## src/cce_pkg.sv

```systemverilog
// Notes on behaviour
// RULE1 - complement writes inverted file, only zero flag
// RULE2 - destination bit 0 to working, 1 to file
// RULE3 - decrement opcode 0000011d, subtracts one from file
// RULE4 - decrement updates overflow, carry, half carry, zero
// RULE5 - equal compare skips on match, flags untouched
// RULE6 - equal compare opcode upper byte 00110001
// RULE7 - greater compare 00110010 skips when file greater
// RULE8 - less compare 00110000 skips when file less
// RULE9 - skip discards next instruction, runs no-operation
// RULE10 - compares decode, read, process, never write
// RULE11 - low nibble plus six if above nine or half carry
// RULE12 - high nibble plus six, seven when low overflows
// RULE13 - store bit 0 file and working, 1 file only
// RULE14 - decimal adjust yields packed bcd, only carry changes
// RULE15 - decrement skip zero: no flags, skip on zero
package cce_pkg;
  localparam int unsigned DATA_W = 8;
  localparam int unsigned INSTR_W = 16;
  localparam int unsigned ADDR_W = 8;
  // upper-byte opcodes; for d/s forms the low bit is masked off
  localparam logic [7:0] OP_COMPLEMENT = 8'h12;
  localparam logic [7:0] OP_DECREMENT = 8'h06;
  localparam logic [7:0] OP_DEC_SKIP_ZERO = 8'h16;
  localparam logic [7:0] OP_DECIMAL_ADJUST = 8'h2e;
  localparam logic [7:0] OP_CMP_EQUAL = 8'h31;
  localparam logic [7:0] OP_CMP_GREATER = 8'h32;
  localparam logic [7:0] OP_CMP_LESS = 8'h30;
  localparam logic [7:0] OP_MASK_SEL = 8'hfe;
  localparam int unsigned SEL_BIT = 8;
  localparam logic [3:0] BCD_LIMIT = 4'h9;
  localparam logic [3:0] BCD_ADJ = 4'h6;
  localparam logic [3:0] BCD_ADJ_HI = 4'h7;
  localparam logic [7:0] DATA_ONE = 8'h01;
  localparam logic [7:0] DATA_ZERO = 8'h00;
  // no-operation phases after a skip, counted down to zero
  localparam logic [2:0] NOP_LAST = 3'h3;

  typedef enum logic [2:0] {
    CCE_OP_NONE,
    CCE_OP_COMP,
    CCE_OP_DEC,
    CCE_OP_DSZ,
    CCE_OP_DAW,
    CCE_OP_CEQ,
    CCE_OP_CGT,
    CCE_OP_CLT
  } cce_op_t;

  typedef struct packed {
    logic overflow_flag;
    logic zero_flag;
    logic half_carry_flag;
    logic carry_flag;
  } cce_flags_t;

  typedef struct packed {
    logic [7:0] file_data;
    logic write_file;
    logic write_working;
    logic skip;
    cce_flags_t flags;
    cce_flags_t flag_we;
  } cce_result_t;
endpackage

```

## src/cce_alu.sv

```systemverilog
`timescale 1ns/10ps
`default_nettype none
// combinational datapath for the decoded operation
module cce_alu (
  input wire cce_pkg::cce_op_t op,
  input wire logic sel,
  input wire logic [7:0] file_val,
  input wire logic [7:0] work_val,
  input wire cce_pkg::cce_flags_t flags_in,
  output cce_pkg::cce_result_t res
);
  logic [8:0] diff;
  logic [4:0] low_diff;
  logic [3:0] lo_nib;
  logic [3:0] hi_nib;
  logic lo_big;
  logic hi_big;
  logic [4:0] lo_sum;
  logic [4:0] hi_sum;

  // shared decrement arithmetic, carry means no borrow
  assign diff = {1'b0, file_val} - {1'b0, cce_pkg::DATA_ONE};
  assign low_diff = {1'b0, file_val[3:0]} - 5'h01;
  assign lo_nib = work_val[3:0];
  assign hi_nib = work_val[7:4];
  assign lo_big = lo_nib > cce_pkg::BCD_LIMIT;
  assign hi_big = hi_nib > cce_pkg::BCD_LIMIT;

  // bcd nibble corrections
  always_comb begin
    lo_sum = {1'b0, lo_nib};
    hi_sum = {1'b0, hi_nib};
    // RULE11 low nibble correction
    if (lo_big || flags_in.half_carry_flag) begin
      lo_sum = {1'b0, lo_nib} + {1'b0, cce_pkg::BCD_ADJ};
    end
    // RULE12 high nibble correction
    if ((hi_big || flags_in.carry_flag) && lo_big) begin
      hi_sum = {1'b0, hi_nib} + {1'b0, cce_pkg::BCD_ADJ_HI};
    end else if (hi_big || flags_in.carry_flag) begin
      hi_sum = {1'b0, hi_nib} + {1'b0, cce_pkg::BCD_ADJ};
    end
  end

  // result selection per operation
  always_comb begin
    res = '0;
    case (op)
      cce_pkg::CCE_OP_COMP: begin
        // RULE1 inverse, zero only
        res.file_data = ~file_val;
        res.flags.zero_flag = (~file_val) == cce_pkg::DATA_ZERO;
        res.flag_we.zero_flag = 1'b1;
        // RULE2 destination routing
        res.write_file = sel;
        res.write_working = ~sel;
      end
      cce_pkg::CCE_OP_DEC: begin
        // RULE3 subtract one
        res.file_data = diff[7:0];
        res.write_file = sel;
        res.write_working = ~sel;
        // RULE4 all four arithmetic flags
        res.flags.carry_flag = ~diff[8];
        res.flags.half_carry_flag = ~low_diff[4];
        res.flags.zero_flag = diff[7:0] == cce_pkg::DATA_ZERO;
        res.flags.overflow_flag = file_val[7] & ~diff[7];
        res.flag_we = '1;
      end
      cce_pkg::CCE_OP_DSZ: begin
        // RULE15 no flags, skip on zero
        res.file_data = diff[7:0];
        res.write_file = sel;
        res.write_working = ~sel;
        res.skip = diff[7:0] == cce_pkg::DATA_ZERO;
      end
      cce_pkg::CCE_OP_DAW: begin
        // RULE14 packed bcd result, carry only
        res.file_data = {hi_sum[3:0], lo_sum[3:0]};
        res.flags.carry_flag = hi_sum[4] | flags_in.carry_flag;
        res.flag_we.carry_flag = 1'b1;
        // RULE13 file always, working when bit clear
        res.write_file = 1'b1;
        res.write_working = ~sel;
      end
      // RULE5 equal compare, no flags
      cce_pkg::CCE_OP_CEQ: res.skip = file_val == work_val;
      // RULE7 unsigned greater
      cce_pkg::CCE_OP_CGT: res.skip = file_val > work_val;
      // RULE8 unsigned less
      cce_pkg::CCE_OP_CLT: res.skip = file_val < work_val;
      default: res = '0;
    endcase
  end
endmodule
`default_nettype wire

```

## src/cce_exec.sv

```systemverilog
`timescale 1ns/10ps
`default_nettype none
// four-phase executor; file memory read and written locally
module cce_exec #(
  parameter int unsigned FILE_DEPTH = 256
) (
  input wire logic clk_sys,
  input wire logic sys_rst,
  input wire logic instr_valid,
  input wire logic [15:0] instr_word,
  input wire logic file_load,
  input wire logic [7:0] file_load_addr,
  input wire logic [7:0] file_load_data,
  output logic instr_ready,
  output logic [7:0] working_register,
  output cce_pkg::cce_flags_t status_flags,
  output logic skip_active,
  output logic instr_done,
  output logic illegal_instr
);
  // refuse a depth that the 8-bit file address cannot serve
  if (FILE_DEPTH < 1 || FILE_DEPTH > (1 << cce_pkg::ADDR_W)) begin
    $error("file depth must be 1 to 256");
  end

  typedef enum logic [2:0] {
    CCE_IDLE,
    CCE_DECODE,
    CCE_READ,
    CCE_PROCESS,
    CCE_WRITE,
    CCE_NOP
  } cce_phase_t;

  logic [7:0] file_mem [FILE_DEPTH];
  cce_phase_t phase_q;
  cce_phase_t phase_d;
  logic [15:0] instr_q;
  cce_pkg::cce_op_t op_q;
  logic [7:0] file_val_q;
  cce_pkg::cce_result_t res;
  cce_pkg::cce_result_t res_q;
  logic [2:0] nop_left_q;
  logic [7:0] addr;

  // match the upper byte, masking the select bit where present
  function automatic cce_pkg::cce_op_t decode_op(input logic [7:0] hi);
    cce_pkg::cce_op_t o;
    o = cce_pkg::CCE_OP_NONE;
    // RULE6 equal compare opcode
    if (hi == cce_pkg::OP_CMP_EQUAL) begin
      o = cce_pkg::CCE_OP_CEQ;
    end else if (hi == cce_pkg::OP_CMP_GREATER) begin
      o = cce_pkg::CCE_OP_CGT;
    end else if (hi == cce_pkg::OP_CMP_LESS) begin
      o = cce_pkg::CCE_OP_CLT;
    end else if ((hi & cce_pkg::OP_MASK_SEL) == cce_pkg::OP_COMPLEMENT) begin
      o = cce_pkg::CCE_OP_COMP;
    // RULE3 decrement opcode match
    end else if ((hi & cce_pkg::OP_MASK_SEL) == cce_pkg::OP_DECREMENT) begin
      o = cce_pkg::CCE_OP_DEC;
    end else if ((hi & cce_pkg::OP_MASK_SEL) ==
                 cce_pkg::OP_DEC_SKIP_ZERO) begin
      o = cce_pkg::CCE_OP_DSZ;
    end else if ((hi & cce_pkg::OP_MASK_SEL) ==
                 cce_pkg::OP_DECIMAL_ADJUST) begin
      o = cce_pkg::CCE_OP_DAW;
    end
    return o;
  endfunction

  assign addr = instr_q[7:0];

  cce_alu u_alu (
    .op(op_q),
    .sel(instr_q[cce_pkg::SEL_BIT]),
    .file_val(file_val_q),
    .work_val(working_register),
    .flags_in(status_flags),
    .res(res)
  );

  // phase sequencing
  always_comb begin
    phase_d = phase_q;
    case (phase_q)
      CCE_IDLE: begin
        // ready is low for one edge after reset: offers are refused
        if (instr_valid && instr_ready) begin
          phase_d = CCE_DECODE;
        end
      end
      CCE_DECODE: phase_d = CCE_READ;
      CCE_READ: phase_d = CCE_PROCESS;
      CCE_PROCESS: phase_d = CCE_WRITE;
      CCE_WRITE: begin
        // RULE9 skip costs four extra cycles
        if (res_q.skip) begin
          phase_d = CCE_NOP;
        end else begin
          phase_d = CCE_IDLE;
        end
      end
      CCE_NOP: begin
        if (nop_left_q == 3'h0) begin
          phase_d = CCE_IDLE;
        end
      end
      default: phase_d = CCE_IDLE;
    endcase
  end

  always_ff @(posedge clk_sys or posedge sys_rst) begin
    if (sys_rst) begin
      phase_q <= CCE_IDLE;
    end else begin
      phase_q <= phase_d;
    end
  end

  // instruction capture and decode
  always_ff @(posedge clk_sys or posedge sys_rst) begin
    if (sys_rst) begin
      instr_q <= '0;
      op_q <= cce_pkg::CCE_OP_NONE;
    end else if (phase_q == CCE_IDLE && instr_valid && instr_ready) begin
      instr_q <= instr_word;
    end else if (phase_q == CCE_DECODE) begin
      op_q <= decode_op(instr_q[15:8]);
    end
  end

  // RULE10 read in second phase, process in third
  always_ff @(posedge clk_sys or posedge sys_rst) begin
    if (sys_rst) begin
      file_val_q <= '0;
      res_q <= '0;
    end else if (phase_q == CCE_READ) begin
      file_val_q <= file_mem[addr];
    end else if (phase_q == CCE_PROCESS) begin
      res_q <= res;
    end
  end

  // file memory: external preload or fourth-phase write back
  always_ff @(posedge clk_sys) begin
    if (phase_q == CCE_WRITE && res_q.write_file) begin
      file_mem[addr] <= res_q.file_data;
    end else if (file_load && phase_q == CCE_IDLE) begin
      file_mem[file_load_addr] <= file_load_data;
    end
  end

  // RULE2 working register written only when routed there
  always_ff @(posedge clk_sys or posedge sys_rst) begin
    if (sys_rst) begin
      working_register <= '0;
    end else if (phase_q == CCE_WRITE && res_q.write_working) begin
      working_register <= res_q.file_data;
    end
  end

  // per-bit flag update; compares carry no enables
  always_ff @(posedge clk_sys or posedge sys_rst) begin
    if (sys_rst) begin
      status_flags <= '0;
    end else if (phase_q == CCE_WRITE) begin
      status_flags <= (res_q.flags & res_q.flag_we) |
                      (status_flags & ~res_q.flag_we);
    end
  end

  // RULE9 four no-operation cycles stand in for the discarded fetch
  always_ff @(posedge clk_sys or posedge sys_rst) begin
    if (sys_rst) begin
      skip_active <= 1'b0;
      nop_left_q <= '0;
    end else if (phase_q == CCE_WRITE && res_q.skip) begin
      skip_active <= 1'b1;
      nop_left_q <= cce_pkg::NOP_LAST;
    end else if (phase_q == CCE_NOP && nop_left_q != 3'h0) begin
      nop_left_q <= nop_left_q - 3'h1;
    end else begin
      skip_active <= 1'b0;
    end
  end

  // handshake and completion status
  always_ff @(posedge clk_sys or posedge sys_rst) begin
    if (sys_rst) begin
      instr_ready <= 1'b0;
      instr_done <= 1'b0;
      illegal_instr <= 1'b0;
    end else begin
      instr_ready <= (phase_d == CCE_IDLE);
      instr_done <= (phase_q != CCE_IDLE) && (phase_d == CCE_IDLE);
      if (phase_q == CCE_READ) begin
        illegal_instr <= op_q == cce_pkg::CCE_OP_NONE;
      end
    end
  end
endmodule
`default_nettype wire

```

## config.mk

```make
export PLATFORM = sky130hd
export DESIGN_NAME = cce_exec
export DESIGN_NICKNAME = d
export VERILOG_FILES = /design/src/cce_pkg.sv /design/src/cce_alu.sv /design/src/cce_exec.sv
export SDC_FILE = /design/constraint.sdc
export NUM_CORES = 2
export LEC_CHECK = 0
export CAP_MARGIN = 25
export CORE_MARGIN = 4
export CORE_UTILIZATION = 50
export CTS_CLUSTER_DIAMETER = 100
export DETAILED_ROUTE_END_ITERATION = 8
export DONT_BUFFER_PORTS = 1
export SYNTH_ARGS = -nofsm -noshare
export SYNTH_HDL_FRONTEND = slang
export SYNTH_SLANG_ARGS = --single-unit
export TNS_END_PERCENT = 10
```

## constraint.sdc

```tcl
create_clock -name clk_sys -period 8.85 [get_ports clk_sys]
set_input_delay 0.885 -clock clk_sys [delete_from_list [all_inputs] [get_ports clk_sys]]
set_output_delay 0.885 -clock clk_sys [all_outputs]
set_load 0.005 [all_outputs]
```

==> results.cfg <==
[synth]
syn_inst = 4255
syn_area_sq_um = 83100
synth_area_leaders = edfxtp_1 74%, mux4_2 11%, mux2i_1 2.6%
postSynthAreaPerCell_sq_um = 19.5
synth_top_area_cell = edfxtp_1
ys_warn_count = 0
yosysMostFrequentCell = edfxtp_1
synth.cells.most_frequent = 2,048 x edfxtp_1, 416 x mux4_2, 308 x nor2_1, 218 x mux2i_1, 186 x nand2_1
ys_ff_latch = 2115
ys.flop_type = edfxtp_1
synth_fp_nets = 4310
ys_seq_area_share_pct = 76.0
yosysUniqueCellTypes = 70
synth_enable_flop_cells = 2048
async_reset_ff_share_pct = 3.17
synthDominantCellAreaShare_pct = 74.0

[floorplanning]
rows = 149
die_h_um = 416
die_w_um = 416
start_util_pct = 50.3
ios = 52
die-area_sq_um = 173000
core-area_sq_um = 165000

[clock_network]
clock_path_buffers = 3
cts-root-buf = clkbuf_16
clock_latency_ns = 0.83
cts_resized = 0
clk_pin_slew_ns = 0.06
htree_levels = 4
cts_tree = yes
cts_sinks = 2115
numCtsBuffers = 212

[sta]
rsz0062_at_grt = no
worst_slew_pin_slew_ns = 1.11
finalClockSkew_ns = 0.0264
maxSlewHeadroom_pct = 25.7
hold_violations = 0
min_period_ns = 4.67
fmax_ghz = 0.214
finalSetupTns_ns = 0
setup_viol = 0
drv_slew = 0
holdWs_ns = 0.202
fin_crit_sh_pct = 52.8

[power_and_ir_drop]
pwr_density_cell_nw_per_um2 = 345
p_total_uw = 31900
p_leak_uw = 0.0295
peakVddDrop_mv = 0.384

[drt]
drtIter0Drc = 5331
detail_route.wl_per_cell_um = 33.4
post_drt_via_cell_ratio = 6.38
ant_nets = 0
drt-pass1-iter-count = 7
wl_um = 224000
drc = 0
num_vias = 42768

[layout]
num-nets-final = 4381
fin_area_sq_um = 92600
syn_to_final_growth_pct = 11.4
drive_gt1_share_pct = 19.8
fin_util_pct = 56.1

[critical_path]
crit_path_max_fanout = 21
required_ns = 9.29
startpoint_type = register
endpoint_kind = register
crit_type = reg -> reg
crit_arrival_ns = 5.12

[min_path]
min_path_type = in -> reg

[global_route]
grt_pass1_vias = 42144
grt_max_degree = 202
antenna_found_initial = 6
grt_first_pass_wirelength_um = 320000
overflow = 0
track_usage_pct = 25.9

[placed_design]
gp_congestion = 0.891
portBuffers = 0
dpl_cell_area_sq_um = 85600
dp_hpwl_um = 137000

[flow_run]
drv_cap = 0

[status]
status = finished, final reports clean
==> flip-flops by register name, summed over array words and instances, names as in the netlist, named ones only <==
signal and cells:
op_q 3, nop_left_q 3, instr_done 1, instr_ready 1, file_val_q 8, working_register 8, file_mem 2048, phase_q 3
skip_active 1, res_q 18, illegal_instr 1, instr_q 16
==> per-stage QoR <==
step                setup slack [ns]  std cells
floorplan                       3.48       4255
global placement                4.29       6294
detailed placement              4.29       6299
CTS                             4.28       6698
global route                    4.04       6699
finish                          4.18       6700
==> placed cells by master, fill, tap and decap left out, drive strengths merged, types with 12 or more instances in the layout <==
master     n
nor4      15
mux2      28
o221ai    42
dfrtp     67
bufinv    27
a21oi     78
a22o      13
o22ai     70
nand4     12
buf      105
nor3      42
nand2    186
a221oi    22
edfxtp  2048
nand3b    14
o21ai     72
mux2i    218
inv       31
clkinv   108
a31oi     19
clkbuf   246
a22oi     87
mux4     416
nand3     64
a211oi    13
nor2     308
ha        19
==> routing by layer <==
layer / routed length (um) / track usage (%) / part of all wire (%)
met5: 22 / 0 / 0.0098
met1: 90300 / 37.0 / 40
met2: 105000 / 39.8 / 47
met3: 20600 / 5.93 / 9.2
met4: 7900 / 8.58 / 3.5
==> cell type report <==
type                       instances  area [sq um]
clock inverter                   152          1490
inverter                          22          86.3
clock buffer                     246          5480
timing repair buffer             106           983
tap                             2189          2740
multi-input combinational       1869         18600
fill                           12494         72600
sequential                      2115         63200
antenna                            1          2.50
==> path summary, 6_finish.rpt <==
kind                            cells after the start           from  slack, ns         endpoint
worst min-delay path                                1  instr_word[0]       0.20       instr_q[0]
worst max register to register                      7     phase_q[2]       4.18  file_mem[60][4]
max in group asynchronous                           3        sys_rst       7.09       instr_q[1]
worst max-delay path                                7     phase_q[2]       4.18  file_mem[60][4]
worst min register to register                      2       res_q[9]       0.47         res_q[9]
min in group asynchronous                           2        sys_rst       0.52       instr_q[8]
==> what timing repair did <==
action | in CTS | in global routing
hold endpoints to repair | 18 | 0
hold buffers | 1 | 0
setup buffers | 0 | 0
==> cell families (layout without fill, tap and decap cells) <==
group,count (synthesis),after routing,share of synthesized area [%]
buffers and inverters,271,526,1.71
adder cells (fa/ha/maj),19,19,0.286
multiplexers,662,662,14.3
XOR/XNOR,8,8,0.0843
AND/OR/NAND/NOR,695,695,3.64
flip-flops,2115,2115,76.0
AO/OA/AOI/OAI,485,485,4.00
other,0,1,0
==> where the power goes <==
group	internal [uW]	leakage (uW)	switching, uW
logic	3110	0.00641	6730
clock network	5220	0.00342	3800
registers	12700	0.0197	352
total	21100	0.0295	10900
==> worst max-delay path, stage by stage, from the launching register on <==
cell	delay, ns
dfrtp_1	0.45
nor3_1	0.75
nand2_1	0.15
buf_4	0.27
o31ai_2	0.72
nand3_1	0.73
buf_4	0.51
nor2_1	0.67
(Power assumes the default switching activity.)
